File: src/atb_regs.svh
// register offsets, field positions and reset values of the trim bank
`ifndef ATB_REGS_SVH
`define ATB_REGS_SVH

// ----------------------------------------------------------------
// address map (word indices, byte address = 4 * index)
// ----------------------------------------------------------------
`define ATB_BASE_BLOCK   14'h0200
`define ATB_BASE_NONBLK  14'h0300
`define ATB_OFS_TRIM0    14'h00F0
`define ATB_OFS_TRIM1    14'h00F1
`define ATB_OFS_TRIM2    14'h00F2
`define ATB_OFS_TRIM3    14'h00F3

// ----------------------------------------------------------------
// reset values and write masks
// ----------------------------------------------------------------
`define ATB_TRIM_RST     8'h00
`define ATB_WMASK_FULL   8'hFF
`define ATB_WMASK_TRIM2  8'h1F

// ----------------------------------------------------------------
// field positions
// ----------------------------------------------------------------
`define ATB_T0_SLOPE_EN  7
`define ATB_T0_SLOPE     6
`define ATB_T0_WDOG_EN   5
`define ATB_T1_BG_EN     7
`define ATB_T1_BG_UP     5
`define ATB_T1_BG_DN     4
`define ATB_T1_IREF_EN   3
`define ATB_T2_SLP_EN    4
`define ATB_T2_SLP_LOCK  3
`define ATB_T3_OFS_EN    7

// ----------------------------------------------------------------
// trim codes
// ----------------------------------------------------------------
`define ATB_CODE_NEUTRAL 3'h0
`define ATB_WDOG_UNDEF   3'h6

`endif

File: src/atb_pkg.sv
// types shared by the analog trim register bank
package atb_pkg;

    // ----------------------------------------------------------------
    // data phase states of the bus slave
    // ----------------------------------------------------------------
    typedef enum logic [1:0] {
        DP_IDLE,
        DP_WRITE,
        DP_READ
    } atb_dp_e;

    // ----------------------------------------------------------------
    // captured address phase
    // ----------------------------------------------------------------
    typedef struct packed {
        logic       write;
        logic       mapped;
        logic [1:0] reg_sel;
    } atb_ap_s;

    // ----------------------------------------------------------------
    // trim codes applied to the analog circuitry
    // ----------------------------------------------------------------
    typedef struct packed {
        logic       xcvr_slope_trim;
        logic [2:0] wdog_clk_trim;
        logic       bandgap_slope_up;
        logic       bandgap_slope_down;
        logic [2:0] curref_trim;
        logic [2:0] sleep_bg_trim;
        logic [2:0] adc_offset_trim;
    } atb_trim_s;

endpackage

File: src/atb_trim_bank.sv
// analog trim register bank with AHB-Lite slave
//
// The implementer's own choice: the AHB-Lite register port.
`include "atb_regs.svh"

module atb_trim_bank
    import atb_pkg::*;
(
    // clock and resets
    input  wire logic        sys_clk,
    input  wire logic        rst,
    input  wire logic        pwr_on_rst,
    // ahb-lite slave
    input  wire logic        hsel,
    input  wire logic [15:0] haddr,
    input  wire logic [1:0]  htrans,
    input  wire logic        hwrite,
    input  wire logic [2:0]  hsize,
    input  wire logic [31:0] hwdata,
    input  wire logic        hready,
    output logic             hreadyout,
    output logic             hresp,
    output logic      [31:0] hrdata,
    // analog trim codes
    output atb_trim_s        trim_out,
    output logic             sleep_bg_locked
);

    // ----------------------------------------------------------------
    // address decode
    // ----------------------------------------------------------------
    wire logic        ap_take  = hsel & htrans[1] & hready;
    wire logic [13:0] word_idx = haddr[15:2];
    wire logic [13:0] rel_blk  = word_idx - `ATB_BASE_BLOCK;
    wire logic [13:0] rel_nbk  = word_idx - `ATB_BASE_NONBLK;
    wire logic        hit_blk  = (rel_blk >= `ATB_OFS_TRIM0)
                               & (rel_blk <= `ATB_OFS_TRIM3);
    wire logic        hit_nbk  = (rel_nbk >= `ATB_OFS_TRIM0)
                               & (rel_nbk <= `ATB_OFS_TRIM3);
    wire logic [13:0] rel_sel  = hit_blk ? rel_blk : rel_nbk;
    wire logic [13:0] reg_ofs  = rel_sel - `ATB_OFS_TRIM0;
    wire logic        size_ok  = hsize != 3'h7;
    wire atb_ap_s     next_ap  = '{write:   hwrite,
                                   mapped:  (hit_blk | hit_nbk) & size_ok,
                                   reg_sel: reg_ofs[1:0]};

    atb_ap_s     ap;
    atb_dp_e     dp_state;
    logic [7:0]  trim_reg [4];
    logic [4:0]  sleep_store;
    logic        locked;
    atb_trim_s   trim_map;

    // ----------------------------------------------------------------
    // bus data phase: writes take no wait state, reads take one
    // ----------------------------------------------------------------
    wire logic [31:0] rd_word = ap.mapped ? {24'h000000, trim_reg[ap.reg_sel]}
                                          : 32'h00000000;
    wire logic        wr_go   = (dp_state == DP_WRITE) & ap.mapped;

    always_ff @(posedge sys_clk) begin
        if (rst) begin
            ap <= '0;
        end else if (ap_take) begin
            ap <= next_ap;
        end
    end

    always_ff @(posedge sys_clk) begin
        if (rst) begin
            dp_state  <= DP_IDLE;
            hreadyout <= 1'b1;
            hresp     <= 1'b0;
            hrdata    <= 32'h00000000;
        end else begin
            hresp <= 1'b0;
            unique case (dp_state)
                DP_IDLE, DP_WRITE: begin
                    if (ap_take) begin
                        dp_state  <= hwrite ? DP_WRITE : DP_READ;
                        hreadyout <= hwrite;
                    end else begin
                        dp_state <= DP_IDLE;
                    end
                end
                DP_READ: begin
                    hrdata    <= rd_word;
                    hreadyout <= 1'b1;
                    dp_state  <= DP_IDLE;
                end
            endcase
        end
    end

    // ----------------------------------------------------------------
    // trim registers; reset only by rst, except register 2 while locked; never by low-power entry
    // ----------------------------------------------------------------
    genvar i;
    generate
        for (i = 0; i < 4; i++) begin : g_reg
            localparam logic [7:0] WMASK = (i == 2) ? `ATB_WMASK_TRIM2
                                                    : `ATB_WMASK_FULL;
            wire logic frozen = (i == 2) & locked;
            wire logic wr_en  = wr_go & (ap.reg_sel == 2'(i)) & ~frozen;
            always_ff @(posedge sys_clk) begin
                if (rst & ~frozen) begin
                    trim_reg[i] <= `ATB_TRIM_RST;
                end else if (wr_en) begin
                    trim_reg[i] <= hwdata[7:0] & WMASK;
                end
            end
        end
    endgenerate

    // ----------------------------------------------------------------
    // analog side
    // ----------------------------------------------------------------
    atb_sleep_store u_sleep (
        .sys_clk    (sys_clk),
        .pwr_on_rst (pwr_on_rst),
        .din        (trim_reg[2][4:0]),
        .store      (sleep_store),
        .locked     (locked)
    );

    atb_trim_map u_map (
        .reg_zero    (trim_reg[0]),
        .reg_one     (trim_reg[1]),
        .reg_three   (trim_reg[3]),
        .sleep_store (sleep_store),
        .trim        (trim_map)
    );

    always_ff @(posedge sys_clk) begin
        if (pwr_on_rst) begin
            trim_out        <= '0;
            sleep_bg_locked <= 1'b0;
        end else begin
            trim_out        <= trim_map;
            sleep_bg_locked <= locked;
        end
    end

endmodule

File: src/atb_sleep_store.sv
// analog storage of the sleep bandgap trim with its lock
`include "atb_regs.svh"

module atb_sleep_store
    import atb_pkg::*;
(
    // clock and power-up reset
    input  wire logic       sys_clk,
    input  wire logic       pwr_on_rst,
    // digital register contents
    input  wire logic [4:0] din,
    // analog storage
    output logic      [4:0] store,
    output logic            locked
);

    // ----------------------------------------------------------------
    // lock takes effect only with the enable bit set
    // ----------------------------------------------------------------
    assign locked = store[`ATB_T2_SLP_EN] & store[`ATB_T2_SLP_LOCK];

    // ----------------------------------------------------------------
    // storage follows the register until locked; only power-up clears
    // ----------------------------------------------------------------
    always_ff @(posedge sys_clk) begin
        if (pwr_on_rst) begin
            store <= 5'h00;
        end else if (!locked) begin
            store <= din;
        end
    end

endmodule

File: src/atb_trim_map.sv
// maps stored trim bytes onto the codes applied to the analog side
`include "atb_regs.svh"

module atb_trim_map
    import atb_pkg::*;
(
    // stored registers
    input  wire logic [7:0] reg_zero,
    input  wire logic [7:0] reg_one,
    input  wire logic [7:0] reg_three,
    input  wire logic [4:0] sleep_store,
    // applied codes
    output atb_trim_s       trim
);

    // ----------------------------------------------------------------
    // per-field gating by enable bits
    // ----------------------------------------------------------------
    wire logic       slope_en = reg_zero[`ATB_T0_SLOPE_EN];
    wire logic       wdog_en  = reg_zero[`ATB_T0_WDOG_EN];
    wire logic       bg_en    = reg_one[`ATB_T1_BG_EN];
    wire logic       iref_en  = reg_one[`ATB_T1_IREF_EN];
    wire logic       slp_en   = sleep_store[`ATB_T2_SLP_EN];
    wire logic       ofs_en   = reg_three[`ATB_T3_OFS_EN];
    // undefined watchdog code falls back to the neutral code
    wire logic       wdog_ok  = reg_zero[2:0] != `ATB_WDOG_UNDEF;

    assign trim.xcvr_slope_trim    = slope_en & reg_zero[`ATB_T0_SLOPE];
    assign trim.wdog_clk_trim      = (wdog_en & wdog_ok) ? reg_zero[2:0]
                                   : `ATB_CODE_NEUTRAL;
    assign trim.bandgap_slope_up   = bg_en & reg_one[`ATB_T1_BG_UP];
    assign trim.bandgap_slope_down = bg_en & reg_one[`ATB_T1_BG_DN];
    assign trim.curref_trim        = iref_en ? reg_one[2:0]
                                   : `ATB_CODE_NEUTRAL;
    assign trim.sleep_bg_trim      = slp_en ? sleep_store[2:0]
                                   : `ATB_CODE_NEUTRAL;
    assign trim.adc_offset_trim    = ofs_en ? reg_three[6:4]
                                   : `ATB_CODE_NEUTRAL;

endmodule

File: config.mk
export PLATFORM = sky130hd
export DESIGN_NAME = atb_trim_bank
export DESIGN_NICKNAME = d
export VERILOG_FILES = /design/src/atb_pkg.sv /design/src/atb_trim_bank.sv /design/src/atb_sleep_store.sv /design/src/atb_trim_map.sv
export VERILOG_INCLUDE_DIRS = /design/src
export SDC_FILE = /design/constraint.sdc
export NUM_CORES = 1
export LEC_CHECK = 0
export BUFFER_PORTS_ARGS = -buffer_cell sky130_fd_sc_hd__buf_2
export CAP_MARGIN = 15
export CORE_MARGIN = 2
export CORE_UTILIZATION = 48
export DETAILED_ROUTE_END_ITERATION = 7
export PLACE_DENSITY = 0.75
export SLEW_MARGIN = 20
export SYNTH_ARGS = -nofsm -noshare
export SYNTH_HDL_FRONTEND = slang
export SYNTH_SLANG_ARGS = --single-unit
File: constraint.sdc
create_clock -name sys_clk -period 1.62 [get_ports sys_clk]
set_input_delay 0.081 -clock sys_clk [delete_from_list [all_inputs] [get_ports sys_clk]]
set_output_delay 0.081 -clock sys_clk [all_outputs]
set_load 0.02 [all_outputs]
==> run metrics, run 1 <==
status=finished, final reports clean; Clock Skew=6.94 ps; FF+latch area=1610 sq um; initial antenna violation count=0; post-synthesis xor/xnor area fraction=0.00309; DIE HEIGHT=80.8 microns; setup slack, reg-to-reg=210 ps; max reg flops=29; DP Cell Count=366; num ports=109; via count of the first global-routing pass=1782; synthesized area=2830 sq um; Synth cell types=37; Final period util=0.871; commonest non-fill, non-tap cell in the layout=buf_2; Vias/cell=4.78; grt ovf=0; CTS Buf Count=9; ranking of synthesized cells by area=edfxtp_1 (31%), dfxtp_1 (26%), and2_1 (8.2%), buf_4 (7.2%), mux4_2 (4.0%); DR iter-0 viols=74; Max Freq=709 MHz; gr usage total=0.182; clock tree buffer depth=2; first-pass GRT wire length=8.58 mm; max_cap viols=0; CORE AREA=5610 sq um; Syn Area/Cell=11.9 sq um; Worst Reg-to-Reg Cells=3; drt drc=0; prevailing post-synth register cell=dfxtp_1; hold buffer count at CTS=2; worst vdd ir=0.000484 V; die width=80.8 microns; full die area=6530 sq um; Port Buffers=56; share of layout cells above drive strength 1=0.324; hold path depth=3; Req. time, crit path=1610 ps; final WL=5.45 mm; largest family of logic cells by synthesized area=simple AND/OR/NAND/NOR gates; DRT antenna net count=0; CP Capture Type=flip-flop; Yosys reg bits=66; Synth area leader=edfxtp_1; Reg clk slew, reported paths=70 ps; Post-Synth Adder-Cell Area=0.00883; row count=27; DPL Wire Length=3.94 mm; P_sw=0.000797 W; final antenna diode count=0; Worst setup SP type=flip-flop; CP Class=reg -> reg; CP Cell Sequence=and3b_2 > nand3_1 > nand2_1; EDFF count, synth=29; Seq pwr share=0.491; Syn. warnings=0; crit path max fanout=8; pin count of the biggest net entering global routing=14; power per standard cell area=1090 nW/um^2; CTS tree=done; Worst-Skew Late Latency=340 ps; Critical Path Max Stage Delay=410 ps; Worst Hold Path EP=ap[2]; area grow syn2layout=19.0%; Starting Density=0.505; ys async rst share=0; max-slew violation count=0; final instance area=3370 sq um; TritonRoute pass-1 iters=4; critical path arrival=1400 ps; Setup TNS=0 ps; post-synthesis mux area share=0.0592; Nets=368; clock network fraction of design power=0.445; Post-Layout Cell Count=384; Final min period=1410 ps; via count=1834; Post-Place Cell Area=3110 sq um; Synth Instances=239; GPL Wtd Cong=0.807; RSZ-0062 raised after global routing=no; Post-CTS Resized=0; top cell type's share of synthesized area=0.307; slowest CP cell=dfxtp_1; simple-gate portion of the synthesized area=0.202; number of setup violations in the final report=0; commonest non-fill, non-tap cells in the layout=buf_2 (56), and2_1 (37), dfxtp_1 (37); clock root buffer=clkbuf_8; multi-input logic area=1030 sq um; sw frac=0.218; endpoints failing hold=0; Worst R2R Start=dp_state[0]; CTS sink count=66; Synth Area in Compound Gates=0.0579; hold path start=haddr[11]; Pleak=1.53 nW; internal power=0.00287 W; FF-to-FF End=trim_reg[3][4]; filler cell count=476; Setup Buffers After CTS=0; WL/cell=14.2 microns; combinational share of power=0.063; CTS H-tree depth=3; Worst Hold Class=in -> reg; sequential fraction of the synthesis area=0.569
==> worst max-delay path: cells and delay by family, from the launching register on <==
family | cells | cell delay [ps]
flip-flops | 1 | 410
AND/OR/NAND/NOR | 3 | 650
==> metrics by stage <==
stage / util / power, W / hold slack, ps / worst slack (ps)
finish: 0.601 / 0.00366 / 14.8 / 209
global route: 0.601 / 0.00379 / 35.2 / 135
CTS: 0.601 / 0.00370 / 3.76 / 198
detailed placement: 0.554 / 0.00206 / 273 / 216
global placement: 0.554 / 0.00206 / 265 / 242
floorplan: - / 0.00203 / 153 / 253
==> Yosys cell counts, drive strengths merged, types with 3 or more instances <==
cell type / instances
buf: 31
o21ai: 4
a32o: 5
and2: 40
mux4: 5
nand3: 4
and3b: 4
clkbuf: 3
dfxtp: 37
nor2: 14
edfxtp: 29
mux2: 4
nand2: 15
inv: 7
a22oi: 3
nor2b: 6
a21oi: 8
nor3: 5
==> cell families (layout without fill, tap and decap cells) <==
group,Yosys count,in the layout
buffers and inverters,41,90
DFF,66,66
xor gates and xnor gates,1,1
and+or+nand+nor,94,94
other,1,25
muxes,10,10
adders and majority gates,2,2
AOI/OAI and AO/OA,24,24
==> power by group through the flow <==
stage               Clock, W  Combinational (W)  Sequential [W]
CTS                  0.00167           0.000232         0.00180
finish               0.00163           0.000232         0.00180
global route         0.00173           0.000255         0.00180
detailed placement         0           0.000228         0.00184
floorplan                  0           0.000192         0.00183
global placement           0           0.000222         0.00183
==> final cells by class <==
cell class                 count  area share
sequential                    66       0.478
multi-input combinational    156       0.306
timing repair buffer          67       0.109
clock buffer                  11      0.0482
tap                           72      0.0267
clock inverter                 5      0.0245
inverter                       7     0.00779
==> layer usage <==
metal	wire length, microns	GRT usage
met4	84	0.0949
met1	2270	0.214
met2	2830	0.323
met5	0	0
met3	263	0.0267
==> worst max-delay path by stage <==
stage / start / slack [ps] / end / cells after the start
finish: dp_state[0] / 210 / trim_reg[3][4] / 3
CTS: dp_state[0] / 200 / trim_reg[3][1] / 3
floorplan: dp_state[0] / 250 / trim_reg[2][0] / 3
detailed placement: flip-flop / 220 / hrdata[1] / 3
global route: dp_state[0] / 140 / trim_reg[3][1] / 3
global placement: dp_state[0] / 240 / trim_reg[3][5] / 3
(Power assumes the default switching activity.)
==> run 2: changes to the inputs <==
- CORE_UTILIZATION: 48 -> 40
- HOLD_SLACK_MARGIN: not set -> 0.06
- PLACE_DENSITY: 0.75 -> 0.63
- RECOVER_POWER: not set -> 25
==> run metrics, run 2 (synthesis results as in run 1) <==
status=finished, final reports clean; Max Freq=710 MHz; commonest non-fill, non-tap cells in the layout=buf_2 (41), dfxtp_1 (37), and2_1 (31); DRT antenna net count=0; FF-to-FF End=trim_reg[2][0]; first-pass GRT wire length=8.45 mm; commonest non-fill, non-tap cell in the layout=buf_2; Worst Reg-to-Reg Cells=5; crit path from=dp_state[1]; final instance area=3430 sq um; DP Cell Count=389; Post-Layout Cell Count=417; Seq pwr share=0.545; Vias/cell=4.46; Nets=377; Worst setup SP type=flip-flop; Clock Skew=10.2 ps; power per standard cell area=964 nW/um^2; DR iter-0 viols=143; CTS tree=done; Reg clk slew, reported paths=70 ps; drt drc=0; Starting Density=0.415; DPL Wire Length=3.82 mm; DIE HEIGHT=88.2 microns; clock tree buffer depth=2; CORE AREA=6830 sq um; Worst R2R Start=dp_state[1]; via count of the first global-routing pass=1777; share of layout cells above drive strength 1=0.259; final antenna diode count=0; CP Class=reg -> reg; full die area=7770 sq um; Setup crit end=trim_reg[2][0]; Setup Buffers After CTS=0; grt ovf=0; CTS H-tree depth=3; setup slack, reg-to-reg=210 ps; initial antenna violation count=0; CTS Buf Count=9; WP buf/inv=1; endpoints failing hold=0; RSZ-0062 raised after global routing=no; max reg flops=29; num ports=109; GPL Wtd Cong=0.778; sw frac=0.227; CP Cell Sequence=and3b_2 > nand3_1 > nor3_1 > buf_4 > and2_2; Worst-Skew Late Latency=340 ps; Final min period=1410 ps; WHS=66.4 ps; Post-Route Utilization=0.501; TritonRoute pass-1 iters=4; die width=88.2 microns; CP Capture Type=flip-flop; row count=30; Crit path depth=5; via count=1858; area grow syn2layout=20.9%; critical path arrival=1510 ps; Critical Path Max Stage Delay=400 ps; crit path max fanout=5; CTS sink count=66; clock network fraction of design power=0.380; hold path depth=2; gr usage total=0.150; internal power=0.00255 W; hold path start=hwdata[1]; number of setup violations in the final report=0; Pleak=1.47 nW; worst vdd ir=0.000441 V; max-slew violation count=0; combinational share of power=0.075; clock root buffer=clkbuf_8; Top Family by Delay on Critical Path=simple AND/OR/NAND/NOR gates; WL/cell=13.0 microns; slowest CP cell=dfxtp_1; pin count of the biggest net entering global routing=14; Port Buffers=56; Post-Place Cell Area=3140 sq um; Setup TNS=0 ps; final WL=5.43 mm; P_sw=0.000751 W; Final period util=0.869; max_cap viols=0; Req. time, crit path=1720 ps; Worst Hold Class=in -> reg
## run 2: changes by cell type in the layout (fill, tap and decap cells not counted), sizes merged
cell	before	now
clkbuf	11	29
buf	65	49
dlygate4sd3	2	12
bufinv	2	0
inv	8	7
## run 2: area by class of cell
type,instances,area [sq um]
Sequential cell,66,1610
Fill cell,637,3410
Clock buffer,14,173
Multi-Input combinational cell,156,1030
Inverter,7,26.3
Clock inverter,2,10.0
Tap cell,96,120
Timing Repair Buffer,76,454
## run 2: worst min-delay path by stage
stage                           endpoint
final                     trim_reg[0][1]
after global routing      trim_reg[1][1]
after CTS                 trim_reg[1][1]
after detailed placement     dp_state[1]
after global placement       dp_state[1]
after floorplan              dp_state[1]
## run 2: through the flow
stage               power, W  setup slack [ps]
finish               0.00330               212
global route         0.00342               169
CTS                  0.00333               214
detailed placement   0.00206               232
global placement     0.00206               255
floorplan            0.00203               253
## run 2: timing repair
item                                   CTS  global route
endpoints found under the hold margin   26             0
hold buffers                            12             0
gates resized for setup                  0             0
## run 2: per-layer routing
metal,track usage,vias up,part of all wire
met4,0.0840,0,0.025
met3,0.0330,13,0.058
met5,0,-,0
met2,0.261,76,0.50
li1,-,927,-
met1,0.171,842,0.41
## run 2: power by group through the flow
stage | combinational, W | sequential, W | clock [W]
2_1_floorplan | 0.000192 | 0.00183 | 0
3_3_place_gp | 0.000224 | 0.00183 | 0
3_5_place_dp | 0.000228 | 0.00184 | 0
4_1_cts | 0.000250 | 0.00180 | 0.00128
5_1_grt | 0.000272 | 0.00180 | 0.00134
6_report | 0.000247 | 0.00180 | 0.00125
